### src/wdtsl_pkg.sv
// wdtsl_pkg: constants and carrier types of the fused-safety watchdog.
// assumes one 100 MHz system clock and an AHB-Lite register port.
package wdtsl_pkg;

    // ==========================================================
    // register map (byte addresses, one word each)
    localparam logic [7:0] WDTSL_OFF_CTRL = 8'h00;
    localparam logic [7:0] WDTSL_OFF_RSTF = 8'h04;
    localparam logic [7:0] WDTSL_OFF_KICK = 8'h08;
    localparam logic [7:0] WDTSL_OFF_STAT = 8'h0c;
    localparam int WDTSL_MAP_BITS = 8;

    // ==========================================================
    // field positions
    localparam int WDTSL_CE_BIT = 4;
    localparam int WDTSL_WDE_BIT = 3;
    localparam int WDTSL_SEL_LSB = 0;
    localparam int WDTSL_SEL_W = 3;
    localparam int WDTSL_WATCHDOG_RESET_FLAG_BIT = 3;

    // ==========================================================
    // reset values
    localparam logic [2:0] WDTSL_SEL_RST = 3'h0;
    localparam logic [7:0] WDTSL_CTRL_RSVD = 8'h00;

    // ==========================================================
    // safety levels
    localparam logic [1:0] WDTSL_LEVEL0 = 2'h0;
    localparam logic [1:0] WDTSL_LEVEL1 = 2'h1;
    localparam logic [1:0] WDTSL_LEVEL2 = 2'h2;

    // ==========================================================
    // timing
    localparam int WDTSL_CE_WINDOW = 4;
    localparam int WDTSL_MCLK_HZ = 100_000_000;
    localparam int WDTSL_OSC_HZ = 1_000_000;
    localparam int WDTSL_OSC_DIV = WDTSL_MCLK_HZ / WDTSL_OSC_HZ;
    localparam int WDTSL_BASE_COUNT = 16_384;

    // change-enable window state
    typedef enum logic [1:0] {
        WDTSL_CE_CLOSED = 2'b01,
        WDTSL_CE_OPEN = 2'b10
    } wdtsl_ce_t;

    // register write and read carriers from the bus slave
    typedef struct packed {
        logic en;
        logic [1:0] idx;
        logic [7:0] data;
    } wdtsl_wr_t;

    typedef struct packed {
        logic hit;
        logic [1:0] idx;
    } wdtsl_rd_t;

endpackage

### src/wdtsl_ahb.sv
// wdtsl_ahb: AHB-Lite slave front end for the watchdog registers.
// assumes single word transfers; answers with zero wait states, always OKAY.
`timescale 1ns/1ps
`default_nettype none
module wdtsl_ahb
    import wdtsl_pkg::*;
(
    // clock and reset
    input wire logic mclk,
    input wire logic rst_n,
    // ahb-lite slave
    input wire logic hsel,
    input wire logic [31:0] haddr,
    input wire logic [1:0] htrans,
    input wire logic hwrite,
    input wire logic [2:0] hsize,
    input wire logic [31:0] hwdata,
    input wire logic hready,
    output logic hreadyout,
    output logic hresp,
    output logic [31:0] hrdata,
    // register side
    output wdtsl_wr_t wr,
    output wdtsl_rd_t rd,
    input wire logic [7:0] rd_val
);

    typedef struct packed {
        logic pend;
        logic hit;
        logic [1:0] idx;
        logic [31:0] rdata;
    } wdtsl_ahb_st_t;

    wdtsl_ahb_st_t s_q, s_d;
    logic take;
    logic hit;

    // hsize is not checked: only whole words are issued to this slave
    assign take = hsel & hready & htrans[1];
    assign hit = (haddr[31:WDTSL_MAP_BITS] == '0) && (haddr[1:0] == 2'h0)
        && (haddr[WDTSL_MAP_BITS-1:4] == '0);

    assign rd = '{hit: hit, idx: haddr[3:2]};
    assign wr = '{en: s_q.pend & s_q.hit, idx: s_q.idx, data: hwdata[7:0]};
    assign hreadyout = 1'b1;
    assign hresp = 1'b0;
    assign hrdata = s_q.rdata;

    always_comb begin
        s_d = s_q;
        s_d.pend = take & hwrite;
        if (take) begin
            s_d.hit = hit;
            s_d.idx = haddr[3:2];
            // read data is captured at the address phase; unmapped reads zero
            s_d.rdata = (!hwrite && hit) ? {24'h000000, rd_val} : 32'h00000000;
        end
    end

    always_ff @(posedge mclk) begin
        if (!rst_n) begin
            s_q <= '0;
        end else begin
            s_q <= s_d;
        end
    end

endmodule
`default_nettype wire

### src/wdtsl_count.sv
// wdtsl_count: oscillator-rate tick divider and expiry counter.
// assumes run and restart are levels/pulses on mclk; expire is one mclk cycle.
`timescale 1ns/1ps
`default_nettype none
module wdtsl_count
    import wdtsl_pkg::*;
#(
    parameter int OSC_DIV = WDTSL_OSC_DIV,
    parameter int BASE_COUNT = WDTSL_BASE_COUNT
)
(
    // clock and reset
    input wire logic mclk,
    input wire logic rst_n,
    // control
    input wire logic run,
    input wire logic restart,
    input wire logic [2:0] sel,
    // expiry pulse
    output logic expire
);

    localparam int DW = $clog2(OSC_DIV);
    localparam int CW = $clog2(BASE_COUNT) + 8;

    if (OSC_DIV < 2 || BASE_COUNT < 2) begin : g_chk
        $error("wdtsl_count: OSC_DIV and BASE_COUNT must be at least 2");
    end

    typedef struct packed {
        logic [DW-1:0] div;
        logic [CW-1:0] cnt;
        logic expire;
    } wdtsl_cnt_st_t;

    wdtsl_cnt_st_t s_q, s_d;
    logic tick;
    logic [CW-1:0] limit;

    // the oscillator domain is modelled as a one-cycle enable on mclk
    assign tick = (s_q.div == DW'(OSC_DIV - 1));
    assign limit = CW'(BASE_COUNT) << sel;
    assign expire = s_q.expire;

    always_comb begin
        s_d = s_q;
        s_d.expire = 1'b0;
        s_d.div = tick ? '0 : s_q.div + DW'(1);
        if (!run || restart) begin
            s_d.cnt = '0;
        end else if (tick) begin
            if (s_q.cnt >= limit - CW'(1)) begin
                s_d.cnt = '0;
                s_d.expire = 1'b1;
            end else begin
                s_d.cnt = s_q.cnt + CW'(1);
            end
        end
    end

    always_ff @(posedge mclk) begin
        if (!rst_n) begin
            s_q <= '0;
        end else begin
            s_q <= s_d;
        end
    end

endmodule
`default_nettype wire

### src/wdtsl_top.sv
// wdtsl_top: watchdog with fuse-selected safety levels and timed change window.
// assumes fuses are static, por pulses only on power-up, and the chip reset
// controller turns reset_pulse into rst_n.
//
// Function
// - fuses give level 0, 1 or 2; always-on fuse forces level 2
// - levels 0 and 1 start disabled; level 2 starts enabled
// - writing one to enable always turns the watchdog on
// - control bits 7..5 read as zero
// - writing zero to enable disables only while change-enable is already set
// - change-enable clears itself four cycles after being written one
// - at levels 1 and 2 select writes land only inside the open window
// - bit 3 is enable: one enables, an allowed zero disables
// - level 2 never disables the watchdog
// - select 0..7 gives 16384 doubling up to 2097152 oscillator cycles
// - at level 0 select may be written at any time
// - at level 2 enable reads one and the watchdog always runs
// - counter advances at the nominal 1 MHz oscillator rate
// - counter restarts on restart command, while disabled, and on chip reset
// - expiry without restart gives a one-clock reset pulse
// - watchdog reset sets the flag; cleared by power-on or writing zero
//
// The register offsets and the AHB-Lite register port were left to the implementer.
`timescale 1ns/1ps
`default_nettype none
module wdtsl_top
    import wdtsl_pkg::*;
#(
    parameter int OSC_DIV = WDTSL_OSC_DIV,
    parameter int BASE_COUNT = WDTSL_BASE_COUNT
)
(
    // clock and reset
    input wire logic mclk,
    input wire logic rst_n,
    input wire logic por,
    // fuses, high when programmed
    input wire logic compatibility_fuse,
    input wire logic always_on_fuse,
    // ahb-lite slave
    input wire logic hsel,
    input wire logic [31:0] haddr,
    input wire logic [1:0] htrans,
    input wire logic hwrite,
    input wire logic [2:0] hsize,
    input wire logic [31:0] hwdata,
    input wire logic hready,
    output logic hreadyout,
    output logic hresp,
    output logic [31:0] hrdata,
    // to chip reset controller and status
    output logic reset_pulse,
    output logic watchdog_running,
    output logic [1:0] safety_level
);

    // ==========================================================
    // state
    typedef struct packed {
        logic fused;
        logic [1:0] level;
        logic watchdog_enable_bit;
        wdtsl_ce_t ce;
        logic [2:0] ce_cnt;
        logic [2:0] sel;
        logic kick;
    } wdtsl_st_t;

    wdtsl_st_t s_q, s_d;
    logic watchdog_reset_flag_q, watchdog_reset_flag_d;
    wdtsl_wr_t wr;
    wdtsl_rd_t rd;
    logic [7:0] rd_val;
    logic expire;
    logic ce_open;
    logic wr_ctrl;
    logic wr_rstf;
    logic wr_kick;
    logic [7:0] ctrl_view;
    logic [1:0] fuse_level;

    // ==========================================================
    // bus front end
    wdtsl_ahb u_ahb (
        .mclk(mclk),
        .rst_n(rst_n),
        .hsel(hsel),
        .haddr(haddr),
        .htrans(htrans),
        .hwrite(hwrite),
        .hsize(hsize),
        .hwdata(hwdata),
        .hready(hready),
        .hreadyout(hreadyout),
        .hresp(hresp),
        .hrdata(hrdata),
        .wr(wr),
        .rd(rd),
        .rd_val(rd_val)
    );

    // ==========================================================
    // expiry counter
    wdtsl_count #(
        .OSC_DIV(OSC_DIV),
        .BASE_COUNT(BASE_COUNT)
    ) u_count (
        .mclk(mclk),
        .rst_n(rst_n),
        .run(s_q.watchdog_enable_bit & s_q.fused),
        .restart(s_q.kick),
        .sel(s_q.sel),
        .expire(expire)
    );

    // ==========================================================
    // fuse decode
    always_comb begin
        if (always_on_fuse) begin
            fuse_level = WDTSL_LEVEL2;
        end else if (compatibility_fuse) begin
            fuse_level = WDTSL_LEVEL0;
        end else begin
            fuse_level = WDTSL_LEVEL1;
        end
    end

    // ==========================================================
    // register decode
    assign ce_open = (s_q.ce == WDTSL_CE_OPEN);
    assign wr_ctrl = wr.en && ({4'h0, wr.idx, 2'h0} == WDTSL_OFF_CTRL);
    assign wr_rstf = wr.en && ({4'h0, wr.idx, 2'h0} == WDTSL_OFF_RSTF);
    assign wr_kick = wr.en && ({4'h0, wr.idx, 2'h0} == WDTSL_OFF_KICK);

    // level 2 shows enable as one regardless of stored state
    always_comb begin
        ctrl_view = WDTSL_CTRL_RSVD;
        ctrl_view[WDTSL_CE_BIT] = ce_open;
        ctrl_view[WDTSL_WDE_BIT] = s_q.watchdog_enable_bit | (s_q.level == WDTSL_LEVEL2);
        ctrl_view[WDTSL_SEL_LSB +: WDTSL_SEL_W] = s_q.sel;
    end

    always_comb begin
        rd_val = 8'h00;
        if (rd.hit) begin
            case ({4'h0, rd.idx, 2'h0})
                WDTSL_OFF_CTRL: rd_val = ctrl_view;
                WDTSL_OFF_RSTF: rd_val[WDTSL_WATCHDOG_RESET_FLAG_BIT] = watchdog_reset_flag_q;
                WDTSL_OFF_STAT: rd_val = {5'h00, s_q.watchdog_enable_bit, s_q.level};
                default: rd_val = 8'h00;
            endcase
        end
    end

    // ==========================================================
    // control register behaviour
    always_comb begin
        s_d = s_q;
        s_d.kick = wr_kick;
        if (!s_q.fused) begin
            // fuses are caught once, in the first cycle after reset release
            s_d.fused = 1'b1;
            s_d.level = fuse_level;
            s_d.watchdog_enable_bit = (fuse_level == WDTSL_LEVEL2);
        end else begin
            // change-enable window countdown
            case (s_q.ce)
                WDTSL_CE_OPEN: begin
                    if (s_q.ce_cnt == 3'h1) begin
                        s_d.ce = WDTSL_CE_CLOSED;
                        s_d.ce_cnt = 3'h0;
                    end else begin
                        s_d.ce_cnt = s_q.ce_cnt - 3'h1;
                    end
                end
                WDTSL_CE_CLOSED: s_d.ce_cnt = 3'h0;
                default: begin
                    s_d.ce = WDTSL_CE_CLOSED;
                    s_d.ce_cnt = 3'h0;
                end
            endcase
            if (wr_ctrl) begin
                // a fresh one restarts the window from its full length
                if (wr.data[WDTSL_CE_BIT]) begin
                    s_d.ce = WDTSL_CE_OPEN;
                    s_d.ce_cnt = 3'(WDTSL_CE_WINDOW);
                end
                if (wr.data[WDTSL_WDE_BIT]) begin
                    s_d.watchdog_enable_bit = 1'b1;
                end else if (ce_open && s_q.level != WDTSL_LEVEL2) begin
                    s_d.watchdog_enable_bit = 1'b0;
                end
                if (s_q.level == WDTSL_LEVEL0 || ce_open) begin
                    s_d.sel = wr.data[WDTSL_SEL_LSB +: WDTSL_SEL_W];
                end
            end
            if (s_q.level == WDTSL_LEVEL2) begin
                s_d.watchdog_enable_bit = 1'b1;
            end
        end
    end

    // ==========================================================
    // watchdog reset flag: survives chip reset, set beats a write clear, por beats set
    always_comb begin
        watchdog_reset_flag_d = watchdog_reset_flag_q;
        if (wr_rstf && !wr.data[WDTSL_WATCHDOG_RESET_FLAG_BIT]) begin
            watchdog_reset_flag_d = 1'b0;
        end
        if (expire) begin
            watchdog_reset_flag_d = 1'b1;
        end
        if (por) begin
            watchdog_reset_flag_d = 1'b0;
        end
    end

    always_ff @(posedge mclk) begin
        if (!rst_n) begin
            s_q <= '{fused: 1'b0, level: WDTSL_LEVEL1, watchdog_enable_bit: 1'b0,
                     ce: WDTSL_CE_CLOSED, ce_cnt: 3'h0, sel: WDTSL_SEL_RST,
                     kick: 1'b0};
        end else begin
            s_q <= s_d;
        end
    end

    // the flag must outlive the reset it reports, so rst_n never clears it; only por or a zero write does
    always_ff @(posedge mclk) begin
        watchdog_reset_flag_q <= watchdog_reset_flag_d;
    end

    // ==========================================================
    // outputs
    assign reset_pulse = expire;
    assign watchdog_running = s_q.watchdog_enable_bit;
    assign safety_level = s_q.level;

endmodule
`default_nettype wire

### config.mk
export PLATFORM = sky130hd
export DESIGN_NAME = wdtsl_top
export DESIGN_NICKNAME = d
export VERILOG_FILES = /design/src/wdtsl_pkg.sv /design/src/wdtsl_ahb.sv /design/src/wdtsl_count.sv /design/src/wdtsl_top.sv
export SDC_FILE = /design/constraint.sdc
export NUM_CORES = 1
export LEC_CHECK = 0
export BUFFER_PORTS_ARGS = -buffer_cell sky130_fd_sc_hd__clkbuf_2
export CAP_MARGIN = 20
export CORE_ASPECT_RATIO = 1.5
export CORE_UTILIZATION = 49
export CTS_BUF_LIST = sky130_fd_sc_hd__clkbuf_4 sky130_fd_sc_hd__clkbuf_8 sky130_fd_sc_hd__clkbuf_16
export DETAILED_ROUTE_END_ITERATION = 7
export GPL_TIMING_DRIVEN = 0
export PLACE_DENSITY = 0.8
export SETUP_SLACK_MARGIN = 0.15
export SYNTH_ARGS = -nofsm -noshare
export SYNTH_HDL_FRONTEND = slang
export SYNTH_SLANG_ARGS = --single-unit
### constraint.sdc
create_clock -name mclk -period 2.1 [get_ports mclk]
set_input_delay 0.105 -clock mclk [delete_from_list [all_inputs] [get_ports mclk]]
set_output_delay 0.105 -clock mclk [all_outputs]
set_load 0.005 [all_outputs]
==> results of run 1 <==
per-stage QoR:
stage | power, W | TNS, ps | hold WS (ps) | std cells
after floorplan | 0.00116 | 0 | 133 | 366
after global placement | 0.00122 | -1060 | 263 | 492
after detailed placement | 0.00122 | -2810 | 268 | 492
after CTS | 0.00184 | 0 | 19.9 | 512
after global routing | 0.00192 | 0 | 47.5 | 513
final | 0.00184 | 0 | 20.1 | 513
routing by layer:
layer,track usage [%],wire (um),vias up
met1,19.7,2210,1159
met2,40.1,3450,65
met5,0,0,-
li1,-,-,1303
met3,2.95,238,14
met4,5.52,119,0
flip-flops by register name, summed over array words and instances (netlist names):
register / flops
u_count.s_q: 29
s_q: 7
u_ahb.hrdata: 5
ctrl_view: 3
safety_level: 2
u_ahb.s_q: 2
u_ahb.wr: 2
u_count.expire: 1
watchdog_reset_flag_q: 1
watchdog_running: 1
critical path: stages (launching register included):
cell	delay, ps
dfxtp_4	360
or4b_4	540
nor4_4	340
nand3_2	150
buf_6	150
buf_6	110
xor2_2	130
nor2_1	50
layout by cell type (no fill, tap or decap), drive strengths merged, types with 3 or more instances in the layout:
cell	netlist	layout
xnor2	7	7
dfxtp	53	53
ha	18	18
and4	3	3
o31ai	3	3
buf	39	52
and2	3	3
clkbuf	6	65
a21boi	3	3
nor2	38	38
and3	7	7
nand2	32	32
nor4	8	8
mux2i	6	6
conb	2	30
nand4	9	9
o21ai	10	10
nor3	6	6
nor2b	8	8
a22oi	4	4
nand3	15	15
a21oi	11	11
xor2	18	18
inv	10	10
logic make-up (layout without fill, tap and decap cells):
family	Yosys count	after routing	share of synthesized area, %
mux	6	6	2.05
xor+xnor	25	25	7.48
fa+ha+maj	18	18	7.69
flops	53	53	36.2
compound gates	41	41	9.27
other cells	2	30	0.257
simple gates	138	138	25.0
buf+inv	55	130	12.0
how the worst min path moves through the flow:
stage                  startpoint                                  to  slack, ps
5_1_grt                    hwrite            u_ahb.s_q[35]$_SDFF_PN0_         50
3_5_place_dp                  por  watchdog_reset_flag_q$_SDFFE_PP0P_        270
2_1_floorplan               rst_n                  s_q[12]$_SDFF_PN0_        130
3_3_place_gp                rst_n                  s_q[12]$_SDFF_PN0_        260
6_report       compatibility_fuse        safety_level[0]$_SDFFE_PN1N_         20
4_1_cts        compatibility_fuse        safety_level[0]$_SDFFE_PN1N_         20
area by class of cell:
| type | instances | area, um^2 | area share [%] |
|---|---|---|---|
| plain buffers | 45 | 338 | 9.18 |
| flip-flops and latches | 53 | 1070 | 29.0 |
| inverters | 10 | 37.5 | 1.02 |
| well taps | 72 | 90.1 | 2.45 |
| repair buffers | 67 | 380 | 10.3 |
| multi-input cells | 258 | 1670 | 45.3 |
| clock buffers | 7 | 96.3 | 2.62 |
| clock inverters | 1 | 5.00 | 0.136 |
power groups by stage:
stage	Combinational [W]	Sequential [W]	Clock, W
after global placement	0.000167	0.00105	0
after global routing	0.000206	0.00103	0.000688
final	0.000182	0.00103	0.000627
after detailed placement	0.000170	0.00105	0
after floorplan	0.000108	0.00105	0
after CTS	0.000178	0.00103	0.000634
what timing repair did:
| item | 4_1_cts | 5_1_grt |
|---|---|---|
| setup buffers | 10 | 1 |
| pin swaps | 8 | 4 |
| hold buffers | 2 | 0 |
| setup endpoints to repair | 23 | 24 |
| endpoints found under the hold margin | 2 | 0 |
| resized for setup | 13 | 14 |
==> results.toml, run 1 <==
[synth]
netlist_top_cells_area = "dfxtp_1 (36%), buf_4 (9.2%), ha_1 (7.7%)"
ys.flop_type = "dfxtp_1"
syn_inst = 338
syn_avg_cell_area_um2 = 8.66
yosys-top-cells-count = "dfxtp_1 (53), nor2_1 (38), buf_4 (36)"
yosysWarnings = 0
syn_area_mm2 = 0.00293
yosysUniqueCellTypes = 47
ys_seq_area_share_pct = 36.2
yosysTopAreaCell = "dfxtp_1"
async_flop_share_pct = 0
synth-edff-count = 0
synth_most_common_cell = "dfxtp_1"
synth_top_area_share_pct = 36.2
synth-seq-cells = 53

[critical_path]
r2r_start = "u_count.s_q[25]$_SDFF_PP0_"
startpoint_type = "flop"
endpoint_kind = "flop"
cp-startpoint = "u_count.s_q[25]$_SDFF_PP0_"
critical_path_class = "reg -> reg"
crit_required_ps = 2310
critPathArrivalTime_ps = 2130
cp-endpoint = "u_count.s_q[16]$_SDFFE_PP0N_"
critPathMaxFanout = 3
r2r_end = "u_count.s_q[16]$_SDFFE_PP0N_"
rr_worst_depth = 7
ff2ff_setup_slack_ps = 180

[hold_path]
hold_class = "in -> reg"
holdPathStages = 2

[power_and_ir_drop]
combPwrFrac_pct = 9.9
power.density_mw_per_mm2 = 499
pwr-share-clk_pct = 34.1
seqPwrFrac_pct = 56.0
power_switching_w = 0.000420
ir_drop_uv = 395
power_leakage_nw = 1.65
switching_share_pct = 22.8
internal_power_w = 0.00142

[sta]
slew-limit-headroom_pct = 63.1
maxSlewViolCount = 0
rsz0062_at_grt = "yes"
fin_worst_skew_ps = 9.60
final_hold_viol_count = 0
max_freq_ghz = 0.521
worst_slack_ps = 179
period_share_pct = 91.5
setup_viol = 0
final_period_minus_worst_setup_slack_ps = 1920
worst_slew_pin_slew_ps = 545

[run_status]
status = "finished clean"

[layout]
syn2layout_area_growth_pct = 25.7
nFillCells = 502
n_antenna_cell = 0
finalInstanceArea_mm2 = 0.00368
post-route-util_pct = 63.6
nets = 535
drive_gt1_share_pct = 30.2

[floorplan]
die_y_um = 96.7
dieWidth_um = 65.1
core_mm2 = 0.00579
start_util_pct = 50.6
fp.dieArea_mm2 = 0.00629
pin_count = 115
rows = 34

[global_route]
antenna_found_initial = 0
grt_pass1_wl_um = 10100
grt_pass1_vias = 2462
grt_overflow = 0
grt_max_degree = 16
track_usage_pct = 19.9

[routing]
dr.pass1.iters = 4
routed_wl_um = 6020
vias = 2541
postRouteAntennaNets = 0
drtIter0Drc = 114
viasPerCell = 4.95
drc = 0
routedWlPerCell_um = 11.7

[clock_network]
htreeDepth = 2
cts_tree = "built"
cts_buffer_depth = 2
path_clk_slew_ps = 100
root_buffer = "clkbuf_8"
clock_latency_ps = 310
cts_num_sinks = 53
numCtsBuffers = 5

[placed_design]
hpwlAfterDp_um = 4500
gp_congestion = 0.807
placed_area_mm2 = 0.00339
port_buffers = 54
pre_cts_slack_ps = -150

[flow_run]
cap_violations = 0
(Power assumes the default switching activity.)
==> run 2: changes to the inputs <==
CORE_UTILIZATION = 51   (was 49)
PLACE_DENSITY = 0.81   (was 0.8)
SYNTH_HIERARCHICAL = 1   (was not set)
==> run 2 against run 1 <==
  * Clock-buffer cell count fell by 2
  * Synthesized area grew 14%
  * Sequential power rose by 5%
  * Critical endpoint is now u_count/s_q[19]$_SDFFE_PP0N_
  * Highest routed layer unchanged
  * Design area grew 10%
  * Worst hold slack lost 3.6 ps
  * Via count rose by 9.2%
  * Total power up 8.4%
  * Cell count grew 5.3%
==> results.toml, run 2 <==
[run_status]
status = "finished clean"

[sta]
maxSlewViolCount = 0
max_freq_ghz = 0.508
worst_slack_ps = 132
period_share_pct = 93.7
finalSetupTns_ps = 0
rsz0062_at_grt = "yes"
final_hold_viol_count = 0
fin_worst_skew_ps = 9.55
setup_viol = 0
final_period_minus_worst_setup_slack_ps = 1970

[power_and_ir_drop]
switching_share_pct = 22.8
power.density_mw_per_mm2 = 491
power_switching_w = 0.000455
pwr-share-clk_pct = 36.1
internal_power_w = 0.00154
ir_drop_uv = 583
seqPwrFrac_pct = 54.3
power_leakage_nw = 1.71
combPwrFrac_pct = 9.7

[routing]
routed_wl_um = 6820
drc = 0
viasPerCell = 5.14
postRouteAntennaNets = 0
dr.pass1.iters = 6
vias = 2776
drtIter0Drc = 96
routedWlPerCell_um = 12.6

[synth]
syn_avg_cell_area_um2 = 9.00
syn_inst = 370
yosysWarnings = 6
syn_area_mm2 = 0.00333

[critical_path]
endpoint_kind = "flop"
critPathMaxFanout = 7
critical_path_class = "reg -> reg"
cp-startpoint = "ctrl_view[1]$_SDFFE_PN0P_"
r2r_start = "ctrl_view[1]$_SDFFE_PN0P_"
critPathArrivalTime_ps = 2180
crit_required_ps = 2310
startpoint_type = "flop"

[layout]
syn2layout_area_growth_pct = 21.8
n_antenna_cell = 0
nets = 560
post-route-util_pct = 65.2
largest-register = "u_count/s_q"
layout_common_cells = "buf_4 (54), dfxtp_1 (53), clkbuf_2 (52)"
largest_register_ffs = 29
drive_gt1_share_pct = 33.0
layout_commonest_cell = "buf_4"

[clock_network]
root_buffer = "clkbuf_8"
clock_latency_ps = 320
cts_buffer_depth = 2
cts_tree = "built"
cts_num_sinks = 56
htreeDepth = 2
path_clk_slew_ps = 90
numCtsBuffers = 5

[global_route]
antenna_found_initial = 0
track_usage_pct = 20.7
grt_pass1_wl_um = 11100
grt_overflow = 0
grt_pass1_vias = 2587
grt_max_degree = 19

[floorplan]
rows = 35
core_mm2 = 0.00622
dieWidth_um = 68.0
start_util_pct = 53.6
die_y_um = 101
fp.dieArea_mm2 = 0.00686
pin_count = 115

[placed_design]
hpwlAfterDp_um = 5240
pre_cts_slack_ps = -103
gp_congestion = 0.815
port_buffers = 52

[hold_path]
hold_class = "in -> reg"
min-delay-start = "compatibility_fuse"

[flow_run]
cap_violations = 0
-- run 2: cell count changes in the layout (fill, tap and decap cells not counted), moves of 5 or more --
| cell | change |
|---|---|
| a22o_1 | +8 |
| nor4_2 | +7 |
| buf_4 | +8 |
| nor2b_1 | -5 |
| nand3b_1 | +6 |
| xnor2_1 | +10 |
| nand2_1 | -5 |
| xor2_1 | -10 |
-- run 2: path summary, 6_finish.rpt --
kind | endpoint | slack, ps | cells past startpoint
hold reg to reg | u_count/s_q[23]$_SDFF_PP0_ | 440 | 1
setup reg to reg | u_count/s_q[19]$_SDFFE_PP0N_ | 130 | 8
hold / removal | safety_level[0]$_SDFFE_PN1N_ | 20 | 2
setup / recovery | u_count/s_q[19]$_SDFFE_PP0N_ | 130 | 8
-- run 2: routing by layer --
layer  up-vias  routed length (um)  track usage, %
li1       1412                   -               -
met1      1273                2670            22.3
met2        73                3760            38.3
met3        18                 217            2.83
met4         0                 174            8.81
met5         -                   0               0
-- run 2: what timing repair did --
item,4_1_cts,5_1_grt
gates cloned,1,0
hold endpoints to repair,1,0
hold buffers,1,0
endpoints found under the setup margin,22,22
resized for setup,8,14
setup buffers,3,5
pin swaps,3,7
-- run 2: final cells by class --
cell class	count	area, um^2
Clock buffer	5	68.8
Tap cell	74	92.6
Timing Repair Buffer	62	342
Multi-Input combinational cell	275	1920
Clock inverter	3	46.3
Sequential cell	56	1130
Inverter	12	45.0
Fill cell	503	2160
Buffer	53	409
-- run 2: critical path: stages, from the launching register on --
cell	delay, ps
dfxtp_4	410
nand2_2	80
ha_4	270
nand4_1	150
nor4_2	340
nand3b_1	220
o211ai_4	180
buf_6	160
nor2_1	50
-- run 2: power by group through the flow --
stage	Combinational (W)	Clock [W]	Sequential (W)
after floorplan	0.000123	0	0.00111
after global placement	0.000180	0	0.00111
after detailed placement	0.000185	0	0.00111
after CTS	0.000191	0.000745	0.00108
after global routing	0.000216	0.000789	0.00108
final	0.000192	0.000719	0.00108
-- run 2: per-stage QoR --
step / cell area [um^2] / instances / hold WS [ps] / total power (W)
final: 4060 / 540 / 16.4 / 0.00199
after global routing: 4060 / 540 / 10.1 / 0.00209
after CTS: 3960 / 535 / 2.95 / 0.00202
after detailed placement: 3780 / 522 / 265 / 0.00130
after global placement: 3780 / 522 / 262 / 0.00129
after floorplan: 3430 / 396 / 133 / 0.00123
==> run 3: changes to the inputs <==
ABC_AREA = 1   (was not set)
CORE_UTILIZATION = 52   (was 51)
==> run 3 against run 2 <==
  * Die area grew 5.9%
  * Critical path depth up 4
  * Synthesized cell count rose by 38%
  * Combinational power grew 8%
  * Critical endpoint is now u_count/s_q[14]$_SDFFE_PP0N_
==> results.toml, run 3 <==
[routing]
viasPerCell = 4.74
routed_wl_um = 7020
dr.pass1.iters = 4
drc = 0
postRouteAntennaNets = 0
vias = 3186
routedWlPerCell_um = 10.4
drtIter0Drc = 146

[clock_network]
clock_latency_ps = 300
cts_buffer_depth = 2
path_clk_slew_ps = 100
post-cts-setup-buffers = 0
cts_tree = "built"
cts_num_sinks = 56
htreeDepth = 2
numCtsBuffers = 5
root_buffer = "clkbuf_8"

[global_route]
antenna_found_initial = 0
grt_max_degree = 17
track_usage_pct = 20.4
grt_pass1_vias = 3132
grt_pass1_wl_um = 12500
grt_overflow = 0

[critical_path]
startpoint_type = "flop"
crit_required_ps = 2300
critPathMaxFanout = 10
endpoint_kind = "flop"
critPathArrivalTime_ps = 1980
critical_path_class = "reg -> reg"

[placed_design]
dpl.cell_count = 662
gp_congestion = 0.855
port_buffers = 51
hpwlAfterDp_um = 5660

[layout]
largest-register = "u_count/s_q"
layout_commonest_cell = "nand2_1"
largest_register_ffs = 29
n_antenna_cell = 0
nets = 690
layoutNonFillerInstCount = 672
layout_common_cells = "nand2_1 (99), inv_1 (58), nor2_1 (58)"
syn2layout_area_growth_pct = 15.9
drive_gt1_share_pct = 27.5

[floorplan]
rows = 36
fp.dieArea_mm2 = 0.00727
core_mm2 = 0.00658
start_util_pct = 54.8
pin_count = 115
dieWidth_um = 69.9
die_y_um = 104

[power_and_ir_drop]
power_leakage_nw = 1.88
seqPwrFrac_pct = 56.5
combPwrFrac_pct = 10.8
power.density_mw_per_mm2 = 460
switching_share_pct = 23.9
power_switching_w = 0.000459
pwr-share-clk_pct = 32.7
internal_power_w = 0.00146
ir_drop_uv = 271

[flow_run]
cap_violations = 0

[sta]
final_period_minus_worst_setup_slack_ps = 1780
rsz0062_at_grt = "no"
setup_viol = 0
max_freq_ghz = 0.562
period_share_pct = 84.7
finalSetupTns_ps = 0
final_hold_viol_count = 0
fin_worst_skew_ps = 7.01
maxSlewViolCount = 0

[hold_path]
hold_class = "in -> reg"

[synth]
syn_avg_cell_area_um2 = 7.07
syn_area_mm2 = 0.00360
yosysWarnings = 6
syn_inst = 509

[run_status]
status = "finished clean"
## run 3: what timing repair did
| action | CTS | global route |
|---|---|---|
| gates resized for setup | 0 | 5 |
| hold buffers | 2 | 0 |
| setup endpoints to repair | 0 | 21 |
| endpoints found under the hold margin | 2 | 0 |
## run 3: power groups by stage
stage	Sequential, W	Combinational (W)	Clock, W
5_1_grt	0.00109	0.000233	0.000690
6_report	0.00109	0.000207	0.000628
3_3_place_gp	0.00111	0.000198	0
4_1_cts	0.00109	0.000206	0.000651
3_5_place_dp	0.00111	0.000202	0
2_1_floorplan	0.00111	0.000142	0
## run 3: metal layers
metal / track usage, % / up-vias / wire length, um
met1: 20.9 / 1414 / 2720
met2: 41.3 / 80 / 3960
li1: - / 1685 / -
met5: 0 / - / 0
met4: 5.86 / 0 / 72
met3: 2.62 / 7 / 273
## run 3: critical path, cell delays in order, from the launching register on
cell and delay [ps]:
dfxtp_4 400, nand3_1 90, ha_1 280, nand2_1 70, nor2_1 170, nand2_1 80
nor2_1 80, nand2_1 50, nand2_1 80, nand2_2 80, nand2_4 100, buf_12 150
nor2_2 40
## run 3: worst paths after layout
check,start,endpoint,slack (ps),cells after the start
worst max-delay path,ctrl_view[2]$_SDFFE_PN0P_,u_count/s_q[14]$_SDFFE_PP0N_,320,12
worst min-delay path,always_on_fuse,safety_level[0]$_SDFFE_PN1N_,10,2
worst max register to register,ctrl_view[2]$_SDFFE_PN0P_,u_count/s_q[14]$_SDFFE_PP0N_,320,12
worst min register to register,s_q[0]$_SDFF_PN0_,u_count/expire$_SDFF_PP0_,430,1
## run 3: through the flow
step | setup slack [ps] | instance area [um^2] | power (W) | hold WS [ps] | util, %
3_5_place_dp | 198 | 4050 | 0.00132 | 274 | 61.6
6_report | 322 | 4180 | 0.00192 | 13.4 | 63.5
5_1_grt | 163 | 4180 | 0.00201 | 12.8 | 63.5
2_1_floorplan | 443 | 3700 | 0.00125 | 133 | -
3_3_place_gp | 234 | 4050 | 0.00131 | 263 | 61.6
4_1_cts | 183 | 4170 | 0.00195 | 10.7 | 63.4
## run 3: final cells by class
cell class | instances | area, um^2
Multi-Input combinational cell | 362 | 1930
Inverter | 63 | 236
Sequential cell | 56 | 1130
Tap cell | 76 | 95.1
Clock inverter | 1 | 7.51
Clock buffer | 7 | 90.1
Buffer | 54 | 414
Fill cell | 607 | 2400
Timing Repair Buffer | 53 | 275
